--- src/host_port_pkg.sv ---
/*
 * Shared constants for the host parallel port: status byte layout,
 * FIFO geometry, reset values and host access states.
 * Assumes a single 200 MHz system clock and a synchronous reset.
 */
package host_port_pkg;
    localparam int DATA_W = 8;
    localparam int FIFO_DEPTH = 16;
    localparam int TAG_W = 4;
    // Status byte field positions
    localparam int STAT_EMPTY_BIT = 7;
    localparam int STAT_FULL_BIT = 6;
    localparam int STAT_TAG_LSB = 0;
    // Reset values
    localparam logic [7:0] BYTE_RST = 8'h00;
    localparam logic [3:0] TAG_RST = 4'h0;
    localparam logic [2:0] STROBE_IDLE = 3'h7;
    // Clock period, for reference
    localparam int CLK_PERIOD_NS = 5;
    // Host access states
    typedef enum logic [1:0] {
        ACC_IDLE = 2'b00,
        ACC_READ = 2'b01,
        ACC_WRITE = 2'b10
    } acc_state_t;
endpackage

--- src/byte_fifo.sv ---
/*
 * Small synchronous FIFO with valid/ready on both sides.
 * Assumes one clock; read data are held in a register.
 */
`timescale 1ns/10ps
module byte_fifo #(
    parameter int WIDTH = 8,
    parameter int DEPTH = 16
) (
    input wire logic ref_clk,
    input wire logic srst,
    input wire logic [WIDTH-1:0] in_data,
    input wire logic in_valid,
    output logic in_ready,
    output logic [WIDTH-1:0] out_data,
    output logic out_valid,
    input wire logic out_ready
);
    localparam int AW = $clog2(DEPTH);
    typedef struct packed {
        logic [AW:0] wp;
        logic [AW:0] rp;
        logic [WIDTH-1:0] head;
        logic head_v;
    } fifo_st_t;
    fifo_st_t st_r, st_nxt;
    logic [WIDTH-1:0] mem_r [DEPTH];
    logic [AW:0] count;
    logic [AW:0] fill;
    logic push, pop, mem_has;

    // Occupancy includes the output register, so DEPTH words in all
    assign count = st_r.wp - st_r.rp;
    assign fill = count + (AW+1)'(st_r.head_v);
    assign mem_has = count != '0;
    // Ready only when a push really lands, never a dropped word
    assign in_ready = fill < (AW+1)'(DEPTH);
    assign push = in_valid && in_ready;
    assign pop = mem_has && (!st_r.head_v || out_ready);
    assign out_valid = st_r.head_v;
    assign out_data = st_r.head;

    // Pointer and head register update
    always_comb begin
        st_nxt = st_r;
        if (push) begin
            st_nxt.wp = st_r.wp + 1'b1;
        end
        if (pop) begin
            st_nxt.rp = st_r.rp + 1'b1;
            st_nxt.head = mem_r[st_r.rp[AW-1:0]];
            st_nxt.head_v = 1'b1;
        end else if (out_ready) begin
            st_nxt.head_v = 1'b0;
        end
    end

    always_ff @(posedge ref_clk) begin
        if (srst) begin
            st_r <= '0;
        end else begin
            st_r <= st_nxt;
        end
    end

    // Storage array
    always_ff @(posedge ref_clk) begin
        if (push) begin
            mem_r[st_r.wp[AW-1:0]] <= in_data;
        end
    end
endmodule

--- src/host_parallel_port.sv ---
/*
 * Slave side of the 8-bit host parallel port, basic mode.
 * Host strobes are asynchronous and pass two flip-flops first.
 * The control processor side loads outbound bytes with a flow tag,
 * drains inbound bytes from a 16-deep FIFO and clears the full bit.
 */
`timescale 1ns/10ps
module host_parallel_port
    import host_port_pkg::*;
(
    input wire logic ref_clk,
    input wire logic srst,
    input wire logic chip_sel_n,
    input wire logic rd_n,
    input wire logic wr_n,
    input wire logic register_select,
    input wire logic upper_select,
    input wire logic [7:0] host_byte_bus_in,
    output logic [7:0] host_byte_bus_out,
    output logic host_byte_bus_oe,
    output logic attention,
    input wire logic [7:0] out_byte,
    input wire logic [3:0] out_tag,
    input wire logic out_load,
    output logic [8:0] in_word,
    output logic in_valid,
    input wire logic in_ready,
    input wire logic fifo_full_bit_clr,
    output logic fifo_full_bit
);
    typedef struct packed {
        logic [2:0] s1;
        logic [2:0] s2;
        logic [8:0] raw1;
        logic [8:0] raw2;
        acc_state_t acc;
        logic [7:0] out_byte;
        logic [3:0] tag;
        logic pending;
        logic [8:0] held;
        logic held_v;
        logic full_bit;
        logic [7:0] dout;
        logic oe;
    } port_st_t;
    port_st_t st_r, st_nxt;
    logic [2:0] strb;
    logic rd_act, wr_act, fifo_in_ready, push;
    logic [7:0] status_byte;

    // Status byte assembly, flags in bits 7:6 and tag in bits 3:0 per field layout
    function automatic logic [7:0] make_status(input logic pend, input logic full,
                                               input logic [3:0] tag);
        logic [7:0] s;
        s = 8'h00;
        s[STAT_EMPTY_BIT] = !pend;
        s[STAT_FULL_BIT] = full;
        s[STAT_TAG_LSB +: TAG_W] = tag;
        return s;
    endfunction

    // Decoded strobes after synchroniser, active high
    assign strb = st_r.s2;
    assign rd_act = !strb[2] && !strb[1];
    assign wr_act = !strb[2] && !strb[0];
    assign status_byte = make_status(st_r.pending, st_r.held_v || st_r.full_bit, st_r.tag);
    assign push = st_r.held_v && fifo_in_ready && !st_r.full_bit;

    // Port logic: sync, access tracking, flags
    always_comb begin
        st_nxt = st_r;
        st_nxt.s1 = {chip_sel_n, rd_n, wr_n};
        st_nxt.s2 = st_r.s1;
        st_nxt.raw1 = {register_select, host_byte_bus_in};
        st_nxt.raw2 = st_r.raw1;
        if (out_load && !st_r.pending) begin
            st_nxt.out_byte = out_byte;
            st_nxt.tag = out_tag;
            st_nxt.pending = 1'b1;
        end
        if (push) begin
            st_nxt.held_v = 1'b0;
        end
        // full bit set by fifo full, cleared by processor
        if (fifo_full_bit_clr) begin
            st_nxt.full_bit = 1'b0;
        end
        if (!fifo_in_ready) begin
            st_nxt.full_bit = 1'b1;
        end
        case (st_r.acc)
            ACC_IDLE: begin
                st_nxt.oe = 1'b0;
                if (rd_act) begin
                    st_nxt.acc = ACC_READ;
                end else if (wr_act) begin
                    st_nxt.acc = ACC_WRITE;
                end
            end
            ACC_READ: begin
                st_nxt.oe = 1'b1;
                st_nxt.dout = st_r.raw2[8] ? status_byte : st_r.out_byte;
                if (!rd_act) begin
                    st_nxt.acc = ACC_IDLE;
                    st_nxt.oe = 1'b0;
                    // attention drops at data register read strobe rise, not after a status read
                    // A load in the cycle the read strobe rise is seen is ignored if a byte is still pending
                    if (!st_r.raw2[8] && st_r.pending) begin
                        st_nxt.pending = 1'b0;
                    end
                end
            end
            ACC_WRITE: begin
                // held byte keeps full flag up
                if (!wr_act) begin
                    st_nxt.acc = ACC_IDLE;
                    st_nxt.held = st_r.raw2;
                    st_nxt.held_v = 1'b1;
                end
            end
            default: begin
                st_nxt.acc = ACC_IDLE;
            end
        endcase
    end

    always_ff @(posedge ref_clk) begin
        if (srst) begin
            st_r <= '{s1: STROBE_IDLE, s2: STROBE_IDLE, raw1: '0, raw2: '0,
                      acc: ACC_IDLE, out_byte: BYTE_RST, tag: TAG_RST, pending: 1'b0,
                      held: '0, held_v: 1'b0, full_bit: 1'b0, dout: BYTE_RST, oe: 1'b0};
        end else begin
            st_r <= st_nxt;
        end
    end

    // Inbound FIFO, word = {control flag, byte}
    byte_fifo #(.WIDTH(DATA_W + 1), .DEPTH(FIFO_DEPTH)) u_fifo (
        .ref_clk(ref_clk),
        .srst(srst),
        .in_data(st_r.held),
        .in_valid(push),
        .in_ready(fifo_in_ready),
        .out_data(in_word),
        .out_valid(in_valid),
        .out_ready(in_ready)
    );

    assign host_byte_bus_out = st_r.dout;
    assign host_byte_bus_oe = st_r.oe;
    assign attention = st_r.pending;
    assign fifo_full_bit = st_r.full_bit;

    a_flag_inverse: assert property (@(posedge ref_clk) disable iff (srst)
        status_byte[STAT_EMPTY_BIT] == !attention)
        else $error("empty flag disagrees with attention");
    a_attn_drop: assert property (@(posedge ref_clk) disable iff (srst)
        (st_r.acc == ACC_READ && !rd_act && !st_r.raw2[8] && attention) |=> !attention)
        else $error("attention not dropped after data read");
    a_status_read: assert property (@(posedge ref_clk) disable iff (srst)
        (st_r.acc == ACC_READ && rd_act && st_r.raw2[8]) |=> st_r.dout == $past(status_byte))
        else $error("status byte not driven");
    a_data_read: assert property (@(posedge ref_clk) disable iff (srst)
        (st_r.acc == ACC_READ && rd_act && !st_r.raw2[8]) |=> st_r.dout == $past(st_r.out_byte))
        else $error("data byte not driven");
    a_held_full: assert property (@(posedge ref_clk) disable iff (srst)
        st_r.held_v |-> status_byte[STAT_FULL_BIT])
        else $error("full flag low with held byte");
    a_fifo_full: assert property (@(posedge ref_clk) disable iff (srst)
        !fifo_in_ready |=> fifo_full_bit)
        else $error("full bit not set on full fifo");
    a_write_push: assert property (@(posedge ref_clk) disable iff (srst)
        (st_r.acc == ACC_WRITE && !wr_act) |=> st_r.held_v)
        else $error("write not captured");
    a_load_pend: assert property (@(posedge ref_clk) disable iff (srst)
        (out_load && !attention) |=> attention ##0 !status_byte[STAT_EMPTY_BIT])
        else $error("load did not raise attention");
    a_status_zero: assert property (@(posedge ref_clk) disable iff (srst)
        status_byte[5:4] == 2'b00)
        else $error("unused status bits not zero");
endmodule

--- config.mk ---
export PLATFORM = sky130hd
export DESIGN_NAME = host_parallel_port
export DESIGN_NICKNAME = d
export VERILOG_FILES = /design/src/host_port_pkg.sv /design/src/byte_fifo.sv /design/src/host_parallel_port.sv
export SDC_FILE = /design/constraint.sdc
export NUM_CORES = 1
export LEC_CHECK = 0
export ABC_AREA = 1
export BUFFER_PORTS_ARGS = -buffer_cell sky130_fd_sc_hd__buf_2
export CORE_UTILIZATION = 45
export CTS_CLUSTER_DIAMETER = 40
export CTS_CLUSTER_SIZE = 20
export DETAILED_ROUTE_END_ITERATION = 6
export REMOVE_ABC_BUFFERS = 1
export SYNTH_ARGS = -nofsm -noshare
export SYNTH_HDL_FRONTEND = slang
export SYNTH_SLANG_ARGS = --single-unit
--- constraint.sdc ---
create_clock -name ref_clk -period 4 [get_ports ref_clk]
set_input_delay 0.6 -clock ref_clk [delete_from_list [all_inputs] [get_ports ref_clk]]
set_output_delay 0.6 -clock ref_clk [all_outputs]
set_load 0.05 [all_outputs]
==> flow_summary.toml <==
[pwr]
p_per_area_mw_per_mm2 = 607
p_switching_w = 0.00193
power_w = 0.00628
p_leak_nw = 3.86
pwr-share-comb_pct = 18.0
p_sw_share_pct = 30.8
pwr-share-clk_pct = 41.4
peakVddDrop_v = 0.000357
p_seq_share_pct = 40.5
intPower_w = 0.00435

[clocking]
post_cts_buffers = 0
cts_max_level = 1
root_buffer = "clkbuf_16"
clk_pin_slew_worst_paths_ns = 0.06
clock_latency_ns = 0.55
cts.sinks = 223
cts-buffers-inserted = 30
clk_path_buf_depth = 3
cts_hold_buf = 0
cts_tree = "done"
cts_resized = 0

[timing]
setup_violations = 0
finClkSkew_ns = 0.0123
fin_setup_tns_ns = 0
finalCritPeriodShare_pct = 86.3
rsz0062_at_grt = "no"
maxSlewViolCount = 0
hold_viol_final = 0
tightest_slew_ns = 1.10
fmax_ghz = 0.290
worst_slack_ns = 0.550
layout_min_cycle_time_ns = 3.45
slew_headroom_pct = 26.3

[hold_path]
hold_path_depth = 2
hold_end = "st_nxt[55]"
hold_path.startpoint = "chip_sel_n"
hold_path.class = "input port to register"

[floorplanning]
die-area_mm2 = 0.0204
ios = 51
rows = 51
fp.dieW_um = 143
start_util_pct = 45.9
die_height_um = 143
core_mm2 = 0.0195

[drt]
wl_per_cell_um = 16.1
vias = 5938
drt_iter0_markers = 468
antenna_left = 0
totalWireLength_mm = 19.2
vias_per_cell = 4.99
drcViolationCount = 0
drt-pass1-iter-count = 5

[critical_path]
path_max_fanout = 15
timing_worst_setup_path_type = "register to register"
start_kind = "register"
reg2reg_depth = 11
slowest_stage = "dfxtp_1"
regToRegEndpoint = "u_fifo.mem_r[12][2]"
max_stage_delay_ns = 0.76
endpoint_kind = "register"
reg2reg_slack_ns = 0.55
cp_data_arrival_time_ns = 3.62
path_cells = "inv_2, ha_1, a21oi_1, nand3_1, nand3_1, nand2_2, nand2_4, nand3_4, inv_6, nand2_4, nor2_1"
reg2reg_from = "u_fifo.st_r[12]"
cp.required_ns = 4.17
crit_buf_inv = 2
worst_path_dominant_cell_family = "simple AND/OR/NAND/NOR gates"

[global_routing]
antenna_found_initial = 0
overflow = 0
grt_max_degree = 77
grt_pass1_wl_mm = 30.6
grtUsageTotal_pct = 19.9
grt_pass1_vias = 5546

[synth]
synthDistinctLibCells = 32
synth_seq_area_share_pct = 66.0
ys_seq_elements = 223
yosysWarnings = 0
postSynthCellCount = 858
synthesis.area_mm2 = 0.00894
synth.avg_cell_area_um2 = 10.4

[cells_and_area]
syn_to_final_growth_pct = 15.8
final_nets = 942
fillers = 1696
drive_gt1_share_pct = 15.0
antenna_cells = 0

[place]
finalWeightedCongestion = 0.755
hpwlAfterDp_mm = 11.6
place_ws_ns = 0.567
port_buffers = 49

[status]
outcome = "finished, final reports clean"

[run]
cap_violations = 0
==> registers in the layout, indices dropped and copies added, names as in the netlist <==
signal	count
attention	1
fifo_full_bit	1
host_byte_bus_oe	1
host_byte_bus_out	8
st_nxt	12
st_r	33
strb	3
u_fifo.mem_r	144
u_fifo.out_data	9
u_fifo.out_valid	1
u_fifo.st_r	10
==> worst register-to-register path, delay by kind of cell, from the launching register on <==
kind | cells | cell delay (ns)
AOI/OAI and AO/OA | 1 | 0.26
and+or+nand+nor | 7 | 1.25
DFF | 1 | 0.76
buffers and inverters | 2 | 0.39
adders and majority gates | 1 | 0.42
==> through the flow <==
step | utilization (%) | std cells | hold WS (ns) | cell area, um^2
6_report | 53.2 | 1191 | 0.229 | 10400
5_1_grt | 53.2 | 1191 | 0.218 | 10400
4_1_cts | 53.2 | 1191 | 0.214 | 10400
3_5_place_dp | 48.1 | 1135 | 0.392 | 9360
3_3_place_gp | 48.1 | 1135 | 0.390 | 9360
2_1_floorplan | - | 803 | 0.388 | 8650
==> synth_stat cells (all sizes together) <==
| cell type | number | area share (%) |
|---|---|---|
| a2111oi | 1 | 0.098 |
| a21oi | 23 | 1.3 |
| a31oi | 1 | 0.070 |
| buf | 33 | 2.4 |
| clkbuf | 22 | 0.92 |
| clkinv | 2 | 0.084 |
| dfxtp | 79 | 18 |
| edfxtp | 144 | 48 |
| fa | 1 | 0.22 |
| ha | 9 | 1.3 |
| inv | 58 | 2.5 |
| nand2 | 90 | 4.3 |
| nand3 | 33 | 2.0 |
| nand4 | 6 | 0.59 |
| nor2 | 198 | 8.3 |
| nor3 | 4 | 0.22 |
| nor4 | 2 | 0.14 |
| o211ai | 18 | 1.5 |
| o21ai | 103 | 5.8 |
| o22ai | 18 | 1.3 |
| or2 | 6 | 0.42 |
| xnor2 | 3 | 0.29 |
| xor2 | 4 | 0.39 |
==> layer usage <==
layer  GRT usage [%]  up-vias  part of all wire [%]
met3            2.82       28                   5.1
met4            6.23        0                   2.2
met2            30.9      140                    45
met1            28.6     2770                    47
li1                -     3000                     -
met5               0        -                     0
==> cell type report <==
type | count | area (um^2) | area share, %
inverter | 60 | 230 | 2.22
clock buffer | 34 | 787 | 7.60
tap | 265 | 332 | 3.20
timing repair buffer | 67 | 380 | 3.67
clock inverter | 22 | 210 | 2.03
sequential | 223 | 5910 | 57.0
multi-input combinational | 520 | 2510 | 24.2
==> cells by family (layout without fill, tap and decap cells) <==
group	Yosys count	in the layout	synth area share (%)
adder cells (fa/ha/maj)	10	10	1.48
AO/OA/AOI/OAI	164	164	9.99
AND/OR/NAND/NOR	339	339	15.9
flip-flops	223	223	66.0
buffers and inverters	115	183	5.88
XOR/XNOR	7	7	0.686
==> layout by cell type (no fill, tap or decap), types with 3 or more instances in the layout <==
cell / n
nor2_1: 198
xnor2_1: 3
dfxtp_1: 78
nand2_4: 5
clkbuf_1: 3
o22ai_1: 18
xor2_1: 4
o21ai_0: 103
edfxtp_1: 144
nor3_1: 4
inv_1: 55
buf_2: 49
buf_4: 18
clkbuf_16: 31
clkinvlp_4: 3
a21oi_1: 23
inv_8: 4
ha_1: 9
nand3_1: 32
inv_6: 8
nand2_1: 83
or2_2: 6
nand4_1: 5
clkinv_2: 4
o211ai_1: 18
==> worst max-delay path by stage <==
stage,start,endpoint,slack (ns),depth (start not counted)
global route,u_fifo.st_r[12],u_fifo.mem_r[12][5],0.38,11
global placement,u_fifo.st_r[12],u_fifo.mem_r[6][5],0.64,11
floorplan,u_fifo.st_r[10],u_fifo.mem_r[7][0],0.15,12
detailed placement,u_fifo.st_r[12],u_fifo.mem_r[12][2],0.57,11
CTS,u_fifo.st_r[12],u_fifo.mem_r[12][2],0.54,11
finish,u_fifo.st_r[12],u_fifo.mem_r[12][2],0.55,11
==> power by group through the flow <==
| stage | Combinational [W] | Clock (W) | Sequential, W |
|---|---|---|---|
| floorplan | 0.000589 | 0 | 0.00279 |
| global placement | 0.00114 | 0 | 0.00259 |
| detailed placement | 0.00114 | 0 | 0.00260 |
| CTS | 0.00115 | 0.00263 | 0.00255 |
| global route | 0.00128 | 0.00273 | 0.00256 |
| finish | 0.00113 | 0.00260 | 0.00255 |
(Power assumes the default switching activity.)
